[config.mk]
export PLATFORM = sky130hd
export DESIGN_NAME = isolated_line_link_fault_logic
export DESIGN_NICKNAME = d
export VERILOG_FILES = /design/src/design/iso_link_pkg.sv /design/src/design/edge_rate_limiter.sv /design/src/design/isolated_line_link_fault_logic.sv
export SDC_FILE = /design/constraint.sdc
export NUM_CORES = 1
export LEC_CHECK = 0
export ABC_AREA = 1
export BUFFER_PORTS_ARGS = -buffer_cell sky130_fd_sc_hd__buf_2
export CORE_ASPECT_RATIO = 1.75
export CORE_UTILIZATION = 25
export CTS_CLUSTER_SIZE = 30
export DETAILED_ROUTE_END_ITERATION = 10
export PLACE_DENSITY = 0.45
export SETUP_SLACK_MARGIN = 0.3
export SLEW_MARGIN = 20
export SYNTH_ARGS = -nofsm -noshare
export SYNTH_HDL_FRONTEND = slang
export SYNTH_SLANG_ARGS = --single-unit
[constraint.sdc]
create_clock -name clk_i -period 3.85 [get_ports clk_i]
set_clock_uncertainty 0.15 [all_clocks]
set_input_delay 0.5775 -clock clk_i [delete_from_list [all_inputs] [get_ports clk_i]]
set_output_delay 0.5775 -clock clk_i [all_outputs]
set_load 0.03 [all_outputs]
[src/design/iso_link_pkg.sv]
/*
 * Constants shared by the isolated line link logic: clock and sample rates,
 * barrier timing, supply thresholds, register map and status bit layout.
 * Assumes a 50 MHz system clock; all counts derive from the times below.
 */
package iso_link_pkg;

    // ************************************************************
    // Clocking
    // ************************************************************
    localparam int CLK_HZ        = 50_000_000;
    localparam int CLK_PERIOD_NS = 20;
    localparam int SAMPLE_HZ     = 4_000_000;
    localparam int SAMPLE_DIV    = CLK_HZ / SAMPLE_HZ;

    // ************************************************************
    // Barrier timing (nominal figures, rounded down to cycles)
    // ************************************************************
    localparam int PROP_NS       = 600;
    localparam int PROP_CYC      = PROP_NS / CLK_PERIOD_NS;
    localparam int ENA_NS        = 875;
    localparam int ENA_CYC       = ENA_NS / CLK_PERIOD_NS;
    localparam int TIMEOUT_NS    = 1200;
    localparam int TIMEOUT_CYC   = TIMEOUT_NS / CLK_PERIOD_NS;
    localparam int START_NS      = 1200;
    localparam int START_CYC     = START_NS / CLK_PERIOD_NS;
    localparam int SLOW_EDGE_NS  = 500;
    localparam int SLOW_EDGE_CYC = SLOW_EDGE_NS / CLK_PERIOD_NS;

    // ************************************************************
    // Supply thresholds in millivolts
    // ************************************************************
    localparam int MV_W = 13;
    localparam logic [MV_W-1:0] UV_FALL_LEVEL_MV = 13'h0fa0; // 4000 mV
    localparam logic [MV_W-1:0] UV_RISE_LEVEL_MV = 13'h1068; // 4200 mV

    // ************************************************************
    // Register port
    // ************************************************************
    localparam int ADDR_W = 2;
    localparam int DATA_W = 8;
    localparam logic [ADDR_W-1:0] ADDR_STATUS = 2'h0;
    localparam logic [ADDR_W-1:0] ADDR_MASK   = 2'h1;
    localparam logic [ADDR_W-1:0] ADDR_LIVE   = 2'h2;

    localparam int STAT_W       = 5;
    localparam int BIT_UV_LOGIC = 0;
    localparam int BIT_UV_ISO   = 1;
    localparam int BIT_THERMAL  = 2;
    localparam int BIT_TIMEOUT  = 3;
    localparam int BIT_RESUME   = 4;
    localparam logic [STAT_W-1:0] MASK_RESET = 5'h00;

endpackage

[src/design/edge_rate_limiter.sv]
/*
 * Driver edge shaping: passes the transmit level to the line pair, fast or
 * with a held-off edge in slow mode. Assumes level_i and slow_i are already
 * synchronous to clk_i.
 */
`timescale 1ns/1ps
`default_nettype none
module edge_rate_limiter #(
    parameter int SLOW_CYC = iso_link_pkg::SLOW_EDGE_CYC
) (
    input  wire logic clk_i,
    input  wire logic reset_i,
    input  wire logic level_i,
    input  wire logic slow_i,
    output var  logic pos_o,
    output var  logic neg_o,
    output var  logic slow_o
);
    localparam int CW = $clog2(SLOW_CYC + 1);
    localparam logic [CW-1:0] LAST = CW'(SLOW_CYC - 1);

    logic [CW-1:0] ramp;
    wire           differs  = level_i != pos_o;
    wire           ramp_end = ramp == LAST;
    // Slow mode lets a change through only after a full edge time
    wire           take     = differs && (!slow_i || ramp_end);
    wire  [CW-1:0] next_ramp = (differs && !take) ? ramp + CW'(1) : '0;

    // Output pair stays complementary at every edge
    always_ff @(posedge clk_i) begin
        if (reset_i) begin
            pos_o  <= 1'b1;
            neg_o  <= 1'b0;
            ramp   <= '0;
            slow_o <= 1'b0;
        end else begin
            ramp   <= next_ramp;
            slow_o <= slow_i;
            if (take) begin
                pos_o <= level_i;
                neg_o <= ~level_i;
            end
        end
    end
endmodule
`default_nettype wire

[src/design/isolated_line_link_fault_logic.sv]
/*
 * Digital side of an isolated line transceiver: samples transmit data and
 * enable, carries them across a modelled barrier with nominal delays, returns
 * line data, and detects and reports supply, thermal and time-out faults.
 * Assumes pin inputs are asynchronous, supply words come from a converter on
 * clk_i, and the receive-enable pin is resolved outside from the enables.
 */
// The address-and-strobe port and the register offsets were chosen for this implementation.
// Operation
// - Line driver enabled only while transmit enable is high, else high impedance.
// - Logic receive output driven only while receive enable pin is low.
// - Isolated receive output always shows line state, regardless of enable.
// - Slew select low gives slow edges; high or open gives fast edges.
// - Inputs sampled by a free 4 MHz tick asynchronous to data.
// - Samples cross the barrier both ways at once, 600 ns each way.
// - Transmit enable reaches the driver after about 875 ns.
// - Undervoltage sets below lower threshold, clears above upper threshold.
// - Isolated supply undervoltage stops all barrier traffic.
// - Logic side flags time-out when isolated side frames stop arriving.
// - Traffic resumes a start-up time after faults clear.
// - Thermal shutdown disables the driver and reports a fault.
// - All faults shown by weak drive on the receive enable pin.
// - Open or shorted receiver inputs read as high.
// - Weak drive pulls high on fault, low without fault.
// - During a fault the logic receive output is forced high.
`timescale 1ns/1ps
`default_nettype none
module isolated_line_link_fault_logic #(
    parameter int SAMPLE_DIV  = iso_link_pkg::SAMPLE_DIV,
    parameter int PROP_CYC    = iso_link_pkg::PROP_CYC,
    parameter int ENA_CYC     = iso_link_pkg::ENA_CYC,
    parameter int TIMEOUT_CYC = iso_link_pkg::TIMEOUT_CYC,
    parameter int START_CYC   = iso_link_pkg::START_CYC
) (
    input  wire logic                             clk_i,
    input  wire logic                             reset_i,
    input  wire logic                             tx_bit_in_i,
    input  wire logic                             tx_drv_on_i,
    input  wire logic                             rx_out_en_n_flt_i,
    input  wire logic                             slew_select_n_i,
    input  wire logic                             line_above_th_i,
    input  wire logic                             line_below_th_i,
    input  wire logic                             thermal_trip_i,
    input  wire logic [iso_link_pkg::MV_W-1:0]    vcc_mv_i,
    input  wire logic [iso_link_pkg::MV_W-1:0]    vcc_iso_mv_i,
    input  wire logic [iso_link_pkg::ADDR_W-1:0]  addr_i,
    input  wire logic [iso_link_pkg::DATA_W-1:0]  wr_data_i,
    input  wire logic                             wr_stb_i,
    input  wire logic                             rd_stb_i,
    output var  logic [iso_link_pkg::DATA_W-1:0]  rd_data_o,
    output var  logic                             irq_o,
    output var  logic                             drv_pos_o,
    output var  logic                             drv_neg_o,
    output var  logic                             drv_oe_o,
    output var  logic                             drv_slow_o,
    output var  logic                             rx_data_out_o,
    output var  logic                             rx_data_oe_o,
    output var  logic                             iso_rx_data_out_o,
    output var  logic                             rx_out_en_n_flt_o,
    output var  logic                             rx_out_en_n_flt_oe_o
);
    // Counter widths follow the timing counts
    localparam int SYN_W  = 7;
    localparam int DIV_W  = $clog2(SAMPLE_DIV);
    localparam int TO_W   = $clog2(TIMEOUT_CYC + 1);
    localparam int ST_W   = $clog2(START_CYC + 1);
    localparam int SW     = iso_link_pkg::STAT_W;

    localparam logic [DIV_W-1:0] DIV_LAST = DIV_W'(SAMPLE_DIV - 1);
    localparam logic [TO_W-1:0]  TO_LIM   = TO_W'(TIMEOUT_CYC);
    localparam logic [ST_W-1:0]  ST_LIM   = ST_W'(START_CYC);

    // ************************************************************
    // Pin synchronisers
    // ************************************************************
    wire  [SYN_W-1:0] pin_raw = {thermal_trip_i, line_below_th_i, line_above_th_i,
                                 slew_select_n_i, rx_out_en_n_flt_i, tx_drv_on_i,
                                 tx_bit_in_i};

    logic [SYN_W-1:0] sync1;
    logic [SYN_W-1:0] sync2;
    logic [SYN_W-1:0] sync3;
    logic [SYN_W-1:0] pin;

    // A change is accepted only once the second and third stages agree
    for (genvar i = 0; i < SYN_W; i++) begin : g_sync
        always_ff @(posedge clk_i) begin
            sync1[i] <= pin_raw[i];
            sync2[i] <= sync1[i];
            sync3[i] <= sync2[i];
            if (reset_i) begin
                pin[i] <= 1'b0;
            end else if (sync2[i] == sync3[i]) begin
                pin[i] <= sync3[i];
            end
        end
    end

    // Filtered levels per function
    wire tx_bit   = pin[0];
    wire tx_on    = pin[1];
    wire en_n     = pin[2];
    wire slew_n   = pin[3];
    wire above_th = pin[4];
    wire below_th = pin[5];
    wire thermal  = pin[6];

    // ************************************************************
    // Sample tick and faults
    // ************************************************************
    // Supply flags start set: fault shows
    logic [DIV_W-1:0] div_cnt;
    logic             uv_logic;
    logic             uv_iso;
    logic [ST_W-1:0]  start_cnt;
    logic             link_up;

    // Free tick: up to one tick of jitter
    wire tick = div_cnt == '0;
    wire [DIV_W-1:0] next_div = (div_cnt == DIV_LAST) ? '0 : div_cnt + DIV_W'(1);

    // Hysteresis: trip below the falling level, release above the rising one
    wire next_uv_logic = uv_logic ? !(vcc_mv_i > iso_link_pkg::UV_RISE_LEVEL_MV)
                                  : (vcc_mv_i < iso_link_pkg::UV_FALL_LEVEL_MV);
    wire next_uv_iso = uv_iso ? !(vcc_iso_mv_i > iso_link_pkg::UV_RISE_LEVEL_MV)
                              : (vcc_iso_mv_i < iso_link_pkg::UV_FALL_LEVEL_MV);

    // Time-out is kept out so frames can
    // still run and clear it
    wire hard_fault = uv_logic | uv_iso | thermal;

    // Hold-off saturates at its limit
    wire start_done = start_cnt == ST_LIM;
    wire [ST_W-1:0] next_start = hard_fault ? '0
                               : start_done ? start_cnt : start_cnt + ST_W'(1);

    // Free sample divider, supply monitors and start-up hold-off
    always_ff @(posedge clk_i) begin
        if (reset_i) begin
            div_cnt   <= '0;
            uv_logic  <= 1'b1;
            uv_iso    <= 1'b1;
            start_cnt <= '0;
            link_up   <= 1'b0;
        end else begin
            div_cnt   <= next_div;
            uv_logic  <= next_uv_logic;
            uv_iso    <= next_uv_iso;
            start_cnt <= next_start;
            link_up   <= start_done && !hard_fault;
        end
    end

    // ************************************************************
    // Barrier channel model
    // ************************************************************
    // Each stage carries {valid, level}; a frame is only sent on a tick
    // Far ends keep the last level; the enable drops when the link is lost
    logic [PROP_CYC-1:0][1:0] fwd_data;
    logic [ENA_CYC-1:0][1:0]  fwd_ena;
    logic [PROP_CYC-1:0][1:0] ret_data;
    logic                     iso_bit;
    logic                     iso_on;
    logic                     line_rx;
    logic                     ret_bit;
    logic [TO_W-1:0]          to_cnt;

    // A low isolated supply silences
    // both directions
    wire send = tick && link_up;

    wire fwd_done = fwd_data[PROP_CYC-1][1];
    wire ena_done = fwd_ena[ENA_CYC-1][1];
    wire ret_done = ret_data[PROP_CYC-1][1];
    // Comparator fail-safe: neither threshold crossed reads high
    wire next_line_rx = above_th | ~below_th;

    // Saturates; a return frame restarts it
    wire timeout = to_cnt == TO_LIM;
    wire [TO_W-1:0] next_to = ret_done ? '0 : timeout ? to_cnt : to_cnt + TO_W'(1);

    // Both directions shift every cycle, so traffic is full duplex
    always_ff @(posedge clk_i) begin
        if (reset_i) begin
            fwd_data <= '0;
            fwd_ena  <= '0;
            ret_data <= '0;
        end else begin
            fwd_data <= {fwd_data[PROP_CYC-2:0], {send, tx_bit}};
            fwd_ena  <= {fwd_ena[ENA_CYC-2:0], {send, tx_on}};
            ret_data <= {ret_data[PROP_CYC-2:0], {send, line_rx}};
        end
    end

    // Far ends hold the last delivered level; losing the link drops the enable
    always_ff @(posedge clk_i) begin
        if (reset_i) begin
            iso_bit <= 1'b1;
            iso_on  <= 1'b0;
            line_rx <= 1'b1;
            ret_bit <= 1'b1;
            to_cnt  <= '0;
        end else begin
            line_rx <= next_line_rx;
            to_cnt  <= next_to;
            if (fwd_done) begin
                iso_bit <= fwd_data[PROP_CYC-1][0];
            end
            if (!link_up) begin
                iso_on <= 1'b0;
            end else if (ena_done) begin
                iso_on <= fwd_ena[ENA_CYC-1][0];
            end
            if (ret_done) begin
                ret_bit <= ret_data[PROP_CYC-1][0];
            end
        end
    end

    // ************************************************************
    // Line driver and pin outputs
    // ************************************************************
    // Time-out still reports as a fault
    wire fault = hard_fault | timeout;

    // Select pin is active low
    edge_rate_limiter u_edge (
        .clk_i   (clk_i),
        .reset_i (reset_i),
        .level_i (iso_bit),
        .slow_i  (~slew_n),
        .pos_o   (drv_pos_o),
        .neg_o   (drv_neg_o),
        .slow_o  (drv_slow_o)
    );

    // Enable pin doubles as a weak fault output, weakly driven whenever out of reset
    // Driver drops at once on hard fault
    always_ff @(posedge clk_i) begin
        if (reset_i) begin
            drv_oe_o             <= 1'b0;
            rx_data_out_o        <= 1'b1;
            rx_data_oe_o         <= 1'b0;
            iso_rx_data_out_o    <= 1'b1;
            rx_out_en_n_flt_o    <= 1'b1;
            rx_out_en_n_flt_oe_o <= 1'b0;
        end else begin
            drv_oe_o             <= iso_on && !hard_fault;
            rx_data_out_o        <= fault | ret_bit;
            rx_data_oe_o         <= ~en_n;
            iso_rx_data_out_o    <= line_rx;
            rx_out_en_n_flt_o    <= fault;
            rx_out_en_n_flt_oe_o <= 1'b1;
        end
    end

    // ************************************************************
    // Register port and interrupt
    // ************************************************************
    // Sticky status, mask, live levels
    // Last levels give rising-edge detect
    logic [SW-1:0] status;
    logic [SW-1:0] mask;
    logic [SW-1:0] prev_ev;

    wire [SW-1:0] ev_level  = {link_up, timeout, thermal, uv_iso, uv_logic};
    wire [SW-1:0] ev_rise   = ev_level & ~prev_ev;

    // Strobe decodes
    wire          rd_status = rd_stb_i && (addr_i == iso_link_pkg::ADDR_STATUS);
    wire          wr_mask   = wr_stb_i && (addr_i == iso_link_pkg::ADDR_MASK);
    // A new event in the clearing read's cycle survives the clear
    wire [SW-1:0] next_status = (rd_status ? '0 : status) | ev_rise;
    wire [SW-1:0] next_mask   = wr_mask ? wr_data_i[SW-1:0] : mask;

    // Unmapped addresses read zero
    wire [SW-1:0] rd_sel = (addr_i == iso_link_pkg::ADDR_STATUS) ? status
                         : (addr_i == iso_link_pkg::ADDR_MASK)   ? mask
                         : (addr_i == iso_link_pkg::ADDR_LIVE)   ? ev_level : '0;
    wire [iso_link_pkg::DATA_W-1:0] next_rd = rd_stb_i ?
                         {{(iso_link_pkg::DATA_W-SW){1'b0}}, rd_sel} : '0;

    // Read data stands one cycle after the strobe; zero otherwise
    // Irq uses next values to stay in step
    always_ff @(posedge clk_i) begin
        if (reset_i) begin
            status    <= '0;
            mask      <= iso_link_pkg::MASK_RESET;
            prev_ev   <= '0;
            rd_data_o <= '0;
            irq_o     <= 1'b0;
        end else begin
            status    <= next_status;
            mask      <= next_mask;
            prev_ev   <= ev_level;
            rd_data_o <= next_rd;
            irq_o     <= |(next_status & next_mask);
        end
    end
endmodule
`default_nettype wire

==> results.sh <==
export IMPL_die_x_um=131
export IMPL_gp_congestion=0.693
export IMPL_dieArea_um2=29700
export IMPL_initialDrtViolationCount=165
export IMPL_syn_avg_cell_area_um2=8.84
export IMPL_cts_buffer_depth=3
export IMPL_placed_area_um2=7910
export IMPL_cts_tree="yes"
export IMPL_critPathRequiredTime_ns=3.12
export IMPL_synth_common_cells="232 x dfxtp_1, 190 x nor2_1, 188 x inv_1"
export IMPL_antenna_found_initial=0
export IMPL_slowest_stage="dfxtp_1"
export IMPL_clkSinkCount=232
export IMPL_tightest_slew_ns=0.599
export IMPL_ys_seq_elements=232
export IMPL_yosys_most_used_dff="dfxtp_1"
export IMPL_core_um2=28600
export IMPL_synth_most_common_cell="dfxtp_1"
export IMPL_drtAntennaViolNets=0
export IMPL_grt_pass1_vias=4490
export IMPL_worstSetupStartpointType="register"
export IMPL_finalPower_w=0.00481
export IMPL_syn_area_um2=7260
export IMPL_hold_class="register to register"
export IMPL_p_leak_nw=3.57
export IMPL_netlist_instances=821
export IMPL_critPathKind="register to output pin"
export IMPL_drcViolationCount=0
export IMPL_io_pins=65
export IMPL_crit_chain="buf_2"
export IMPL_fmax_mhz=538
export IMPL_synth_top_area_cell="dfxtp_1"
export IMPL_max_stage_delay_ns=0.40
export IMPL_rsz0062_at_grt="false"
export IMPL_peakVddDrop_mv=0.244
export IMPL_grt_pass1_wl_um=19500
export IMPL_drv_slew=0
export IMPL_synth_area_leaders="dfxtp_1 64%, nor2_1 9.8%, inv_1 9.7%"
export IMPL_totalWireLength_um=11200
export IMPL_die_h_um=227
export IMPL_cts_htree_levels=1
export IMPL_fin_crit_ns=1.86
export IMPL_clock_latency_ns=0.51
export IMPL_grt_max_degree=143
export IMPL_cts_inserted_buffers=24
export IMPL_diodes=0
export IMPL_dpl_hpwl_um=7010
export IMPL_crit_fanout=4
export IMPL_grt_util_all_layers_pct=8.11
export IMPL_final_setup_viol_count=0
export IMPL_max_cap_violations=0
export IMPL_io_buffers=58
export IMPL_final_area_um2=8740
export IMPL_end_kind="output pin"
export IMPL_layout_drive_gt1_share_pct=12.2
export IMPL_post_place_ws_ns=1.71
export IMPL_ys_seq_area_share_pct=64.0
export IMPL_powerDensity_nw_per_um2=551
export IMPL_drtPass1Iterations=4
export IMPL_fill_cells=3069
export IMPL_setup_ws_ns=1.99
export IMPL_utilization_pct=30.5
export IMPL_cts_root_buf="clkbuf_16"
export IMPL_critical_path_top_delay_family="flip-flops"
export IMPL_vias=4739
export IMPL_grt_overflow=0
export IMPL_final_nets=945
export IMPL_finalHoldViolations=0
export IMPL_period_share_pct=48.3
export IMPL_yosysTopAreaCellShare_pct=64.0
export IMPL_status="finished, final reports clean"
export IMPL_synth_cell_types=38
export IMPL_timing_setup_tns_ns=0
export IMPL_synth_edf_count=0
export IMPL_ys_async_sr_fraction_pct=0
export IMPL_start_util_pct=25.4
export IMPL_wl_per_cell_um=8.75
export IMPL_clkSlewWorstSetupHoldPaths_ns=0.06
export IMPL_yosys_warnings=0
export IMPL_maxSlewHeadroom_pct=60.0
export IMPL_rows=82
export IMPL_cp_num_buf_inv=1
export IMPL_area_growth_pct=20.4
export IMPL_cp_arrival_ns=1.13
export IMPL_routed_via_density=3.69
export IMPL_cts_resized=0
## through the flow
step                      cells  hold slack, ns
after floorplan             823           0.160
after global placement     1235           0.160
after detailed placement   1235           0.163
after CTS                  1283           0.167
after global routing       1283           0.184
final                      1283           0.176
## cell families (layout without fill, tap and decap cells)
group	Yosys count	count (layout)	synth area share, %
simple gates	292	292	16.4
xor+xnor	11	11	1.33
buf+inv	218	300	12.0
fa+ha+maj	8	8	1.38
flops	232	232	64.0
compound gates	59	59	4.81
other cells	1	3	0.0517
## worst reg2reg max path: stages, from the launching register on
cell	delay [ns]
dfxtp_1	0.42
inv_1	0.07
ha_1	0.19
nand2_1	0.06
inv_1	0.04
nand2_2	0.23
nor2_1	0.07
o31a_1	0.24
## metal layers
| metal | share of wire, % | track usage (%) | routed length [um] | vias up |
|---|---|---|---|---|
| li1 | - | - | - | 2515 |
| met1 | 43 | 8.56 | 4850 | 2118 |
| met2 | 49 | 14.8 | 5470 | 81 |
| met3 | 4.8 | 1.65 | 536 | 25 |
| met4 | 3.4 | 4.30 | 378 | 0 |
| met5 | 0 | 0 | 0 | - |
## layout make-up
type / instances / area, um^2 / share of cell area (%)
Inverter: 193 / 729 / 8.35
Timing Repair Buffer: 66 / 383 / 4.38
Clock buffer: 37 / 711 / 8.14
Clock inverter: 4 / 47.5 / 0.544
Sequential cell: 232 / 4640 / 53.2
Multi-Input combinational cell: 373 / 1750 / 20.0
Tap cell: 378 / 473 / 5.41
## state kept, by name, indices dropped and copies added, names as in the netlist, 4 cells and up
name / flops
fwd_data: 60
fwd_ena: 55
ret_data: 30
sync1: 7
sync2: 7
sync3: 7
start_cnt: 6
to_cnt: 6
mask: 5
prev_ev: 5
rd_data_o: 5
status: 5
u_edge.ramp: 5
div_cnt: 4
## path summary, 6_finish.rpt
check / from / to / slack [ns] / cells after the start
max reg2reg: to_cnt[0]$_SDFFE_PP0N_ / rd_data_o[3]$_SDFF_PP0_ / 2.27 / 7
max: u_edge.pos_o$_SDFFE_PP1P_ / drv_pos_o / 1.99 / 1
min reg2reg: sync1[5]$_DFF_P_ / sync2[5]$_DFF_P_ / 0.18 / 0
min: sync1[5]$_DFF_P_ / sync2[5]$_DFF_P_ / 0.18 / 0
## power by group
| group | switching, W | leakage (nW) | internal, W |
|---|---|---|---|
| registers | 0.0000180 | 1.88 | 0.00244 |
| clock network | 0.000878 | 0.368 | 0.00133 |
| logic | 0.0000928 | 1.32 | 0.0000538 |
## timing repair
item	in CTS	in global routing
buffers inserted	0	0
hold buffers	7	0
endpoints found under the setup margin	0	0
endpoints found under the hold margin	7	0
## cell usage in the layout (no fill, tap or decap), drive strengths merged, types with 2 or more instances in the layout
master	instances
xnor2	5
o22ai	2
nand2	66
dfxtp	232
xor2	6
and3	2
buf	59
conb	3
inv	192
or2	4
nor2	192
a21oi	31
clkbuf	37
o21bai	2
nor3	4
clkinv	3
o211ai	4
o21ai	14
o31a	3
ha	8
nand3	16
nand4	7
dlygate4sd3	7
Note: power is estimated with default switching activity, not from simulation.
